$ cat src/hw/dsb_pkg.sv
// Package of constants for the serial double-buffered converter interface.
package dsb_pkg;
  localparam int          WORD_W       = 16;
  localparam logic [15:0] LATCH_RESET  = 16'h0000;
  localparam int          SYNC_STAGES  = 3;
  localparam int          FIFO_DEPTH   = 8;
  // Enable pattern codes, {input enable_n, conversion enable_n}.
  typedef enum logic [1:0] {
    DSB_MODE_TWO_WIRE = 2'b00,
    DSB_MODE_SHIFT    = 2'b01,
    DSB_MODE_LOAD     = 2'b10,
    DSB_MODE_IDLE     = 2'b11
  } dsb_mode_t;
endpackage : dsb_pkg

$ cat src/hw/dsb_fifo.sv
// Small synchronous FIFO with valid and ready on both sides.
module dsb_fifo #(
  parameter int WIDTH = 16,
  parameter int DEPTH = 8
) (
  input  wire logic             clk,
  input  wire logic             reset_n,
  input  wire logic [WIDTH-1:0] in_data,
  input  wire logic             in_valid,
  output logic                  in_ready,
  output logic      [WIDTH-1:0] out_data,
  output logic                  out_valid,
  input  wire logic             out_ready
);
  localparam int AW = $clog2(DEPTH);

  // Depths that are not a power of two would break the wrap-bit full test.
  if (DEPTH < 2 || (1 << AW) != DEPTH) begin : g_bad_depth
    $error("dsb_fifo DEPTH must be a power of two, two or more");
  end

  logic [WIDTH-1:0] mem_q [DEPTH];
  logic [AW:0]      wr_q;
  logic [AW:0]      rd_q;
  logic             push;
  logic             pop;
  logic [AW:0]      rd_next;

  // Full when pointers differ only in the wrap bit.
  assign in_ready  = !((wr_q[AW] != rd_q[AW]) && (wr_q[AW-1:0] == rd_q[AW-1:0]));
  assign out_valid = (wr_q != rd_q);
  assign push      = in_valid && in_ready;
  assign pop       = out_valid && out_ready;
  assign rd_next   = rd_q + {{AW{1'b0}}, pop};

  // Storage is written only on accepted pushes.
  always_ff @(posedge clk) begin
    if (push) begin
      mem_q[wr_q[AW-1:0]] <= in_data;
    end
  end

  // Pointers advance on handshakes.
  always_ff @(posedge clk or negedge reset_n) begin
    if (!reset_n) begin
      wr_q <= '0;
      rd_q <= '0;
    end else begin
      if (push) wr_q <= wr_q + 1'b1;
      if (pop) rd_q <= rd_q + 1'b1;
    end
  end

  // Read data come from a register that already holds the word at the next read slot.
  // A push into that very slot, as into an empty queue, is forwarded past the memory.
  always_ff @(posedge clk or negedge reset_n) begin
    if (!reset_n) begin
      out_data <= '0;
    end else if (push && (wr_q[AW-1:0] == rd_next[AW-1:0])) begin
      out_data <= in_data;
    end else begin
      out_data <= mem_q[rd_next[AW-1:0]];
    end
  end
endmodule : dsb_fifo

$ cat src/hw/dsb_core.sv
// Serial input interface with double-buffered latches for a 16-bit converter.
// What this block does
// Input latch word moves to conversion latch.
// All control inputs active low.
// Latches pass when enable low, hold high.
// Clear zeroes both latches once the synchronised and filtered clear level goes low.
// Words are unsigned straight binary.
// Serial words arrive most significant bit first.
// Undriven inputs have no pull-down; only reset and clear load zero into the latches.
// Code zero means zero output, monotonic.
// Enable pattern per clock cycle selects action.
// Both enables low: two-wire pass-through.
// Shift register end appears on cascade output.
// Shift on rising link clock edge.
module dsb_core
  import dsb_pkg::*;
(
  input  wire logic                      clk,
  input  wire logic                      reset_n,
  input  wire logic                      link_clk,
  input  wire logic                      serial_in,
  input  wire logic                      input_latch_enable_n,
  input  wire logic                      conversion_latch_enable_n,
  input  wire logic                      latch_clear_n,
  output logic                           serial_cascade_out,
  output logic      [dsb_pkg::WORD_W-1:0] conv_code,
  output logic                           conv_valid,
  input  wire logic                      conv_ready,
  output logic      [dsb_pkg::WORD_W-1:0] input_word
);
  import dsb_pkg::*;

  // The pin filter is written for exactly three stages, and the shift needs two bits or more.
  if (SYNC_STAGES != 3 || WORD_W < 2) begin : g_bad_config
    $error("dsb_core needs three synchroniser stages and a word of two bits or more");
  end

  // Three-stage synchronisers: one per pin; a change counts when stages 2 and 3 agree.
  logic [SYNC_STAGES-1:0] s_clk_q, s_din_q, s_en0_q, s_en1_q, s_clr_q;
  logic                   lclk_q, din_q, en0_q, en1_q, clr_q;

  always_ff @(posedge clk or negedge reset_n) begin
    if (!reset_n) begin
      s_clk_q <= '1; // Idle high, so no false edge follows reset.
      s_din_q <= '0;
      s_en0_q <= '1;
      s_en1_q <= '1;
      s_clr_q <= '1;
    end else begin
      s_clk_q <= {s_clk_q[1:0], link_clk};
      s_din_q <= {s_din_q[1:0], serial_in};
      s_en0_q <= {s_en0_q[1:0], input_latch_enable_n};
      s_en1_q <= {s_en1_q[1:0], conversion_latch_enable_n};
      s_clr_q <= {s_clr_q[1:0], latch_clear_n};
    end
  end

  // Filtered levels update only when stages 2 and 3 agree.
  always_ff @(posedge clk or negedge reset_n) begin
    if (!reset_n) begin
      lclk_q <= 1'b1;
      din_q  <= 1'b0;
      en0_q  <= 1'b1;
      en1_q  <= 1'b1;
      clr_q  <= 1'b1;
    end else begin
      if (s_clk_q[1] == s_clk_q[2]) lclk_q <= s_clk_q[2];
      if (s_din_q[1] == s_din_q[2]) din_q <= s_din_q[2];
      if (s_en0_q[1] == s_en0_q[2]) en0_q <= s_en0_q[2];
      if (s_en1_q[1] == s_en1_q[2]) en1_q <= s_en1_q[2];
      if (s_clr_q[1] == s_clr_q[2]) clr_q <= s_clr_q[2];
    end
  end

  // Rising edge of the filtered link clock closes one low-high cycle.
  logic lclk_prev_q;
  logic rise;
  always_ff @(posedge clk or negedge reset_n) begin
    if (!reset_n) lclk_prev_q <= 1'b1;
    else lclk_prev_q <= lclk_q;
  end
  assign rise = lclk_q && !lclk_prev_q;

  dsb_mode_t mode;
  assign mode = dsb_mode_t'({en0_q, en1_q});

  // Input shift latch: MSB first, new bits enter at the bottom.
  logic [WORD_W-1:0] shift_q;
  logic [WORD_W-1:0] shift_d;
  always_comb begin
    shift_d = shift_q;
    case (mode)
      DSB_MODE_SHIFT,
      DSB_MODE_TWO_WIRE: begin
        if (rise) shift_d = {shift_q[WORD_W-2:0], din_q};
      end
      default: shift_d = shift_q;
    endcase
  end

  always_ff @(posedge clk or negedge reset_n) begin
    if (!reset_n) shift_q <= LATCH_RESET;
    else if (!clr_q) shift_q <= LATCH_RESET;
    else shift_q <= shift_d;
  end

  // Conversion latch: loads on a cycle with its enable low, or follows in two-wire mode.
  logic [WORD_W-1:0] conv_q;
  logic              load;
  logic              fifo_ready;
  always_comb begin
    case (mode)
      DSB_MODE_LOAD:     load = rise;
      DSB_MODE_TWO_WIRE: load = rise;
      default:           load = 1'b0;
    endcase
  end

  always_ff @(posedge clk or negedge reset_n) begin
    if (!reset_n) conv_q <= LATCH_RESET;
    else if (!clr_q) conv_q <= LATCH_RESET;
    else if (load && mode == DSB_MODE_TWO_WIRE) conv_q <= shift_d;
    else if (load) conv_q <= shift_q;
  end

  // Conversion updates are queued to the analog side; while the queue is full only one update waits,
  // it takes the newest latch value when the queue frees, and the updates in between are dropped.
  logic clr_prev_q;
  logic push;
  always_ff @(posedge clk or negedge reset_n) begin
    if (!reset_n) clr_prev_q <= 1'b1;
    else clr_prev_q <= clr_q;
  end
  logic pend_q;
  always_ff @(posedge clk or negedge reset_n) begin
    if (!reset_n) pend_q <= 1'b0;
    else if (load || (clr_prev_q && !clr_q)) pend_q <= 1'b1;
    else if (fifo_ready) pend_q <= 1'b0;
  end
  assign push = pend_q;

  dsb_fifo #(
    .WIDTH(WORD_W),
    .DEPTH(FIFO_DEPTH)
  ) u_fifo (
    .clk      (clk),
    .reset_n  (reset_n),
    .in_data  (conv_q),
    .in_valid (push),
    .in_ready (fifo_ready),
    .out_data (conv_code),
    .out_valid(conv_valid),
    .out_ready(conv_ready)
  );

  // Cascade end and latch view come from flip-flops.
  always_ff @(posedge clk or negedge reset_n) begin
    if (!reset_n) begin
      serial_cascade_out <= 1'b0;
      input_word         <= LATCH_RESET;
    end else begin
      serial_cascade_out <= shift_q[WORD_W-1];
      input_word         <= shift_q;
    end
  end

  // Clear checks: the clear dominates the enables and queues one zero code.
  chk_clear_zeroes: assert property (@(posedge clk) disable iff (!reset_n)
    !clr_q |=> (shift_q == '0 && conv_q == '0))
    else $error("Clear did not zero both latches.");
  chk_clear_queued: assert property (@(posedge clk) disable iff (!reset_n)
    (clr_prev_q && !clr_q) |=> (pend_q && conv_q == '0))
    else $error("Clear did not queue a zero code.");
  // Input latch checks: it moves only on a qualifying rise, one bit in at the bottom.
  chk_shift_msb: assert property (@(posedge clk) disable iff (!reset_n)
    (rise && clr_q && mode == DSB_MODE_SHIFT) |=>
      shift_q == {$past(shift_q[WORD_W-2:0]), $past(din_q)})
    else $error("Shift did not enter at the bottom.");
  chk_shift_hold: assert property (@(posedge clk) disable iff (!reset_n)
    (clr_q && !rise) |=> $stable(shift_q))
    else $error("Input latch moved without a rise.");
  chk_no_shift_load: assert property (@(posedge clk) disable iff (!reset_n)
    (clr_q && mode == DSB_MODE_LOAD) |=> $stable(shift_q))
    else $error("Input latch moved during a load.");
  chk_hold_idle: assert property (@(posedge clk) disable iff (!reset_n)
    (clr_q && mode == DSB_MODE_IDLE) |=> $stable(conv_q) && $stable(shift_q))
    else $error("Idle pattern changed a latch.");
  // Conversion latch checks: it moves only on a load or two-wire rise, each move queued.
  chk_load_copy: assert property (@(posedge clk) disable iff (!reset_n)
    (rise && clr_q && mode == DSB_MODE_LOAD) |=> conv_q == $past(shift_q))
    else $error("Load did not copy the input latch.");
  chk_load_queued: assert property (@(posedge clk) disable iff (!reset_n)
    load |=> pend_q)
    else $error("Load was not queued.");
  chk_pend_kept: assert property (@(posedge clk) disable iff (!reset_n)
    (pend_q && !fifo_ready) |=> pend_q)
    else $error("Pending update lost while the queue was full.");
  chk_conv_hold: assert property (@(posedge clk) disable iff (!reset_n)
    (clr_q && !rise) |=> $stable(conv_q))
    else $error("Conversion latch moved without a rise.");
  chk_shift_no_load: assert property (@(posedge clk) disable iff (!reset_n)
    (clr_q && mode == DSB_MODE_SHIFT) |=> $stable(conv_q))
    else $error("Conversion latch moved during a shift.");
  chk_two_wire: assert property (@(posedge clk) disable iff (!reset_n)
    (rise && clr_q && mode == DSB_MODE_TWO_WIRE) |=> conv_q == shift_q)
    else $error("Two-wire rise did not pass the word through.");
  // Output and pin filter checks.
  chk_cascade_end: assert property (@(posedge clk) disable iff (!reset_n)
    1'b1 |=> serial_cascade_out == $past(shift_q[WORD_W-1]))
    else $error("Cascade output does not follow the top bit.");
  chk_word_view: assert property (@(posedge clk) disable iff (!reset_n)
    1'b1 |=> input_word == $past(shift_q))
    else $error("Input word view does not follow the latch.");
  chk_clr_filter: assert property (@(posedge clk) disable iff (!reset_n)
    (s_clr_q[1] != s_clr_q[2]) |=> $stable(clr_q))
    else $error("Clear level changed while its stages disagreed.");
  chk_clk_filter: assert property (@(posedge clk) disable iff (!reset_n)
    (s_clk_q[1] != s_clk_q[2]) |=> $stable(lclk_q))
    else $error("Link clock level changed while its stages disagreed.");

  // Scenarios worth seeing at least once: the shift, load and two-wire patterns, a clear and a full queue.
  cov_shift: cover property (@(posedge clk) rise && mode == DSB_MODE_SHIFT);
  cov_load: cover property (@(posedge clk) rise && mode == DSB_MODE_LOAD);
  cov_two_wire: cover property (@(posedge clk) rise && mode == DSB_MODE_TWO_WIRE);
  cov_clear: cover property (@(posedge clk) !clr_q);
  cov_full: cover property (@(posedge clk) !fifo_ready);
endmodule : dsb_core

$ cat config.mk
export PLATFORM = sky130hd
export DESIGN_NAME = dsb_core
export DESIGN_NICKNAME = d
export VERILOG_FILES = /design/src/hw/dsb_pkg.sv /design/src/hw/dsb_fifo.sv /design/src/hw/dsb_core.sv
export SDC_FILE = /design/constraint.sdc
export NUM_CORES = 1
export LEC_CHECK = 0
export BUFFER_PORTS_ARGS = -buffer_cell sky130_fd_sc_hd__buf_2
export CORE_MARGIN = 5
export CORE_UTILIZATION = 25
export DETAILED_ROUTE_END_ITERATION = 7
export PLACE_DENSITY = 0.42
export SLEW_MARGIN = 20
export SYNTH_ARGS = -nofsm -noshare
export SYNTH_HDL_FRONTEND = slang
export SYNTH_SLANG_ARGS = --single-unit
$ cat constraint.sdc
create_clock -name clk -period 4.2 [get_ports clk]
set_clock_uncertainty 0.05 [all_clocks]
set_input_delay 0.42 -clock clk [delete_from_list [all_inputs] [get_ports clk]]
set_output_delay 0.42 -clock clk [all_outputs]
set_load 0.005 [all_outputs]
==> flow_summary.ini, run 1 <==
[synthesis]
synthMuxAreaShare = 0.0644
synthAdderAreaFrac = 0.0115
synth_compound_area_frac = 0.0713
syn_area_per_cell_um2 = 15.0
seq_area_frac_synth = 0.717
synth-simple-area-share = 0.0937
syn_area_mm2 = 0.00870
synth-seq-cells = 223
synthesis.nets = 592
syn_inst = 580
yosysWarningCount = 0
ys_types = 36
synth-xor-area-share = 0.0178
synth_top_family_by_area = simple AND/OR/NAND/NOR gates

[sta]
hold_ws_ns = 0.273
fin_crit_ns = 3.49
clock.fmax_ghz = 0.286
slew_headroom = 0.287
min_period_over_period = 0.831
setup_viol = 0
worst_slew_pin_slew_ns = 1.07
maxSlewViolCount = 0
fin_setup_tns_ns = 0
final-hold-violation-count = 0
rsz0062_at_grt = false

[clock_network]
clkSinkCount = 223
cts_made_buffers = 25
clk_pin_slew_ns = 0.06
clock_path_buffers = 3
cts_max_level = 1
cts-root-buf = clkbuf_16
worst_skew_pair.late_latency_ns = 0.52
cts_tree = yes

[routing]
drt-total-wl_um = 19100
wl_per_cell_um = 17.3
drt_pass1_iterations = 4
vias = 4859
viasPerCell = 4.40
drtIter0Drc = 290
drtAntennaViolNets = 0
drc = 0

[critical_path]
r2r_start = u_fifo.wr_q[1]
required_ns = 4.54
crit_path_end_kind = register
start_kind = register
crit_type = reg2reg
r2r_cells = 9
path_max_fanout = 31
r2r-end = u_fifo.out_data[6]
setup.worst_path.start = u_fifo.wr_q[1]
rrSetupSlack_ns = 0.71
worstPathArrival_ns = 3.83

[global_route]
grtUsageTotal = 0.0982
grt_first_pass_wirelength_um = 30400
grt_max_degree = 65
grt_overflow_total = 0
met3_usage = 0.0156
use_met1 = 0.142
grt_busiest_layer = met2
use_met2 = 0.155
antenna_found_initial = 0
grt_pass1_vias = 5096

[floorplan]
ios = 42
die_w_um = 197
dieArea_mm2 = 0.0386
num_rows = 68
die_h_um = 197
core_area_mm2 = 0.0345
start_util = 0.253

[placed_design]
place_area_mm2 = 0.00948
gp_congestion = 0.713
portBuffers = 41
place_inst = 1051
dp_hpwl_um = 10700

[layout]
layout_commonest_cell = edfxtp_1
layout_common_cells = edfxtp_1 (128), dfrtp_1 (77), nand2_1 (50)
register_area_mm2 = 0.00624
diodes = 0
fillCellCount = 3469
final_cells = 1104
area_growth_pct = 18.5
nNetsFinal = 642
multi_input_comb_area_mm2 = 0.00231
final_area_mm2 = 0.0103
drive_gt1_frac = 0.217

[min_path]
hp-start = conv_ready
min_path_type = in2reg
whs_path_depth = 4
whs_endpoint = u_fifo.rd_q[0]

[power_and_ir_drop]
powerDensity_mw_per_mm2 = 719
p_leak_uw = 0.00391
ir_worst_vdd_mv = 0.425

[status]
status = complete, no violations

[flow_run]
drv_cap = 0
==> critical path, stage by stage (launching register included) <==
cell       delay (ns)
dfrtp_1          0.52
xnor2_1          0.40
a41oi_1          0.32
ha_1             0.33
ha_4             0.39
buf_4            0.40
nor2b_1          0.10
a2111oi_0        0.44
nor4_1           0.11
mux2_4           0.28
==> flip-flops by register name, summed over array words and instances (netlist names), 3 cells and up <==
register / cells
u_fifo.out_data: 16
input_word: 16
s_en0_q: 3
s_en1_q: 3
u_fifo.mem_q: 128
s_clr_q: 3
conv_q: 16
u_fifo.wr_q: 4
s_clk_q: 3
shift_q: 16
s_din_q: 3
u_fifo.rd_q: 4
==> final cells by class <==
cell class | instances | share of cell area
inverters | 6 | 0.00218
flip-flops and latches | 223 | 0.606
multi-input cells | 311 | 0.224
clock inverters | 5 | 0.00267
repair buffers | 63 | 0.0396
well taps | 455 | 0.0552
clock buffers | 41 | 0.0704
==> kinds of logic after synthesis <==
kind of cell,Yosys count
buf+inv,46
simple gates,152
mux,50
compound gates,84
xor+xnor,16
flops,223
fa+ha+maj,9
==> layer usage <==
layer	vias to the layer above	part of all wire
li1	2287	-
met1	2456	0.49
met2	81	0.45
met3	35	0.033
met4	0	0.026
met5	-	0
==> stage by stage <==
step            util  worst slack (ns)  power, µW
2_1_floorplan      -              1.15       4710
3_3_place_gp   0.275             0.877       5420
3_5_place_dp   0.275             0.699       5480
4_1_cts        0.299             0.671       7550
5_1_grt        0.299             0.428       7870
6_report       0.299             0.708       7410
==> synth_stat cells (all sizes together) <==
cell type / number / area, µm²
inv: 6 / 22.5
or2b: 1 / 7.51
nand3: 2 / 10.0
maj3: 5 / 50.1
dfrtp: 77 / 1930
nand2: 50 / 188
clkbuf: 30 / 113
edfxtp: 128 / 3840
nand2b: 3 / 18.8
a2111oi: 32 / 280
mux2i: 32 / 320
and3: 32 / 200
nor3: 3 / 15.0
a41oi: 1 / 8.76
buf: 10 / 71.3
ha: 4 / 50.1
xor2: 6 / 52.6
nor2: 8 / 30.0
xnor2: 10 / 103
mux2: 18 / 240
nor2b: 32 / 200
nand4: 3 / 18.8
nor4: 17 / 121
or2: 1 / 6.26
a21oi: 33 / 165
a41o: 1 / 21.3
o221ai: 16 / 140
dfstp: 18 / 473
o21ai: 1 / 5.00
==> timing repair <==
item / CTS / global route
endpoints found under the hold margin: 45 / 0
hold buffers: 6 / 0
gates resized for setup: 0 / 0
buffers inserted: 0 / 0
==> power breakdown <==
part | internal, µW | switching [µW]
clock network | 1170 | 840
registers | 2670 | 179
logic | 1110 | 1430
total | 4960 | 2450
==> worst max-delay path by stage <==
stage,depth (start not counted),end
global route,9,u_fifo.out_data[4]
CTS,9,u_fifo.out_data[4]
finish,9,u_fifo.out_data[6]
detailed placement,9,u_fifo.out_data[4]
global placement,9,u_fifo.out_data[6]
floorplan,10,u_fifo.out_data[0]
Power figures use the tool's default switching activity.
==> inputs of run 2 (changes only) <==
--- a/config.mk
+++ b/config.mk
@@ -5,6 +5,7 @@
 export SDC_FILE = /design/constraint.sdc
 export NUM_CORES = 1
 export LEC_CHECK = 0
+export ABC_AREA = 1
 export BUFFER_PORTS_ARGS = -buffer_cell sky130_fd_sc_hd__buf_2
 export CORE_MARGIN = 5
 export CORE_UTILIZATION = 25
==> constraint.sdc (replaced) <==
create_clock -name clk -period 3.6 [get_ports clk]
set_clock_uncertainty 0.05 [all_clocks]
set_input_delay 0.36 -clock clk [delete_from_list [all_inputs] [get_ports clk]]
set_output_delay 0.36 -clock clk [all_outputs]
set_load 0.005 [all_outputs]
==> run 2 against run 1 <==
Effect of this change: sequential power up 18%; largest power group unchanged; hold slack worse by 0.16 ns; routed wire length up 11%; first-iteration DRC count grew 9.3%; highest routed layer unchanged; critical path depth is 6 higher; maximum frequency rose by 25%; worst setup slack better by 0.092 ns.
==> flow_summary.ini, run 2 <==
[critical_path]
critPathMaxStageDelay_ns = 0.49
path_cells = inv_1 -> nand2_1 -> nand2_1 -> nor2_4 -> nand3_1 -> nand2_2 -> inv_1 -> ha_2 -> ha_1 -> xnor2_1 -> nand2_1 -> nor2_4 -> nand3_4 -> nand2_1 -> nand2_1
setup.worst_path.start = u_fifo.wr_q[1]
start_kind = register
critical_path_buf_inv_count = 2
worstPathArrival_ns = 3.14
crit_type = reg2reg
path_max_fanout = 16
cp_top_family = simple AND/OR/NAND/NOR gates
r2r_start = u_fifo.wr_q[1]
crit_path_end_kind = register
cp_common_cell = nand2_1
required_ns = 3.94
slowest_stage = dfrtp_1

[floorplan]
dieArea_mm2 = 0.0395
core_area_mm2 = 0.0354
num_rows = 69
ios = 42
die_w_um = 199
start_util = 0.252
die_h_um = 199

[power_and_ir_drop]
power_uw = 9140
ir_worst_vdd_mv = 0.499
p_leak_uw = 0.00439
powerDensity_mw_per_mm2 = 866

[synthesis]
synth-xor-area-share = 0.00674
syn_area_mm2 = 0.00891
synth.most_common_cell = nand2_1
synth-simple-area-share = 0.180
synth_ff_type = edfxtp_1
synth_common_cells = nand2_1 (187), nor2_1 (152), edfxtp_1 (128), o21ai_0 (82), dfrtp_1 (77)
synthesis.nets = 813
syn_area_per_cell_um2 = 11.1
synthMuxAreaShare = 0
syn_inst = 801
yosysWarningCount = 0
yosys.area.top_type = edfxtp_1
synthTopCellsByArea = edfxtp_1 (43%), dfrtp_1 (22%), nand2_1 (7.9%)
ys_types = 29
ys_async_sr_fraction = 0.426
synth_top_family_by_area = simple AND/OR/NAND/NOR gates
synth-seq-cells = 223
synthAdderAreaFrac = 0.0112
seq_area_frac_synth = 0.701
synth_top_area_frac = 0.431
synth_compound_area_frac = 0.0595
synth_edf_count = 128

[routing]
drc = 0
drt_pass1_iterations = 6
wl_per_cell_um = 15.8
vias = 5538
drtAntennaViolNets = 0
drtIter0Drc = 317
drt-total-wl_um = 21200
viasPerCell = 4.14

[sta]
min_period_over_period = 0.778
worst_slew_pin_slew_ns = 0.701
maxSlewViolCount = 0
fin_crit_ns = 2.80
final-hold-violation-count = 0
rsz0062_at_grt = false
fin_setup_tns_ns = 0
clock.fmax_ghz = 0.357
setup_viol = 0
slew_headroom = 0.532

[layout]
layout_commonest_cell = nand2_1
utilization = 0.298
final_cells = 1338
diodes = 0
nNetsFinal = 870
drive_gt1_frac = 0.157
largest_reg_flops = 128
layout_common_cells = nand2_1 (187), nor2_1 (152), edfxtp_1 (128)
area_growth_pct = 18.5

[clock_network]
cts_max_level = 1
cts-root-buf = clkbuf_16
clock_path_buffers = 3
cts_made_buffers = 25
cts_tree = yes
clkSinkCount = 223
clk_pin_slew_ns = 0.06
worst_skew_pair.late_latency_ns = 0.51
post_cts_resized = 0
cts_setup_buffers = 0

[global_route]
grt_pass1_vias = 5604
grt_overflow_total = 0
grt_first_pass_wirelength_um = 33400
grt_max_degree = 48
grtUsageTotal = 0.107
antenna_found_initial = 0

[placed_design]
gp_congestion = 0.740
portBuffers = 41
dp_hpwl_um = 12800
place_inst = 1286

[flow_run]
drv_cap = 0

[min_path]
hp-start = conv_ready
min_path_type = in2reg

[status]
status = complete, no violations
run 2: cell types whose count changed after synthesis, moves of 16 or more:
| cell | previous run | this run |
|---|---|---|
| inv_1 | 5 | 29 |
| nor2_1 | 8 | 152 |
| o21ai_0 | 1 | 82 |
| nor2b_1 | 32 | 0 |
| a2111oi_0 | 32 | 0 |
| o211ai_1 | 0 | 16 |
| nand2_1 | 50 | 187 |
| mux2i_1 | 32 | 0 |
| nand3_1 | 2 | 22 |
| clkbuf_1 | 30 | 14 |
| nor4_1 | 16 | 0 |
| and3_1 | 32 | 0 |
| a21oi_1 | 33 | 0 |
| o221ai_1 | 16 | 0 |
run 2: metrics by stage:
step                      worst slack, ns  instance area [µm²]  hold slack [ns]
after floorplan                     0.963                 8910           0.0144
after global placement              0.877                 9650            0.289
after detailed placement            0.817                 9650            0.290
after CTS                           0.793                10600           0.0959
after global routing                0.519                10600            0.133
final                               0.800                10600            0.115
run 2: final timing paths:
kind                       slack, ns  cells after the start                  end
min reg2reg                     0.30                      0           s_din_q[1]
max in group asynchronous       2.28                      3           s_clr_q[2]
max reg2reg                     0.80                     15  u_fifo.out_data[14]
min                             0.12                      4       u_fifo.rd_q[3]
max                             0.80                     15  u_fifo.out_data[14]
min in group asynchronous       0.38                      2        input_word[6]
run 2: area by class of cell:
cell class	count	area, µm²
clock buffers	40	795
inverters	34	128
well taps	461	577
fillers	3686	24800
multi-input cells	502	2310
clock inverters	6	56.3
repair buffers	72	455
flip-flops and latches	223	6240
run 2: power breakdown:
part | leakage [µW] | switching [µW] | total [µW] | internal (µW)
combinational | 0.00157 | 2140 | 3220 | 1070
clock | 0.000420 | 989 | 2570 | 1580
sequential | 0.00240 | 232 | 3360 | 3130
run 2: logic make-up after synthesis:
logic type / after synthesis
simple gates: 389
flops: 223
compound gates: 98
buf+inv: 76
fa+ha+maj: 9
xor+xnor: 6
run 2: tightest hold or removal path: cells and delay by family:
kind,cells,cell delay (ns)
AND/OR/NAND/NOR,3,0.19
buffers and inverters,1,0.09
run 2: metal layers:
layer / vias up / global-route usage / part of all wire
met5: - / 0 / 0
li1: 2796 / - / -
met2: 103 / 0.176 / 0.46
met4: 0 / 0.0243 / 0.022
met3: 31 / 0.0166 / 0.051
met1: 2608 / 0.151 / 0.47
run 2: what timing repair did:
action	CTS	global route
setup endpoints to repair	0	0
endpoints found under the hold margin	49	0
hold buffers	6	0
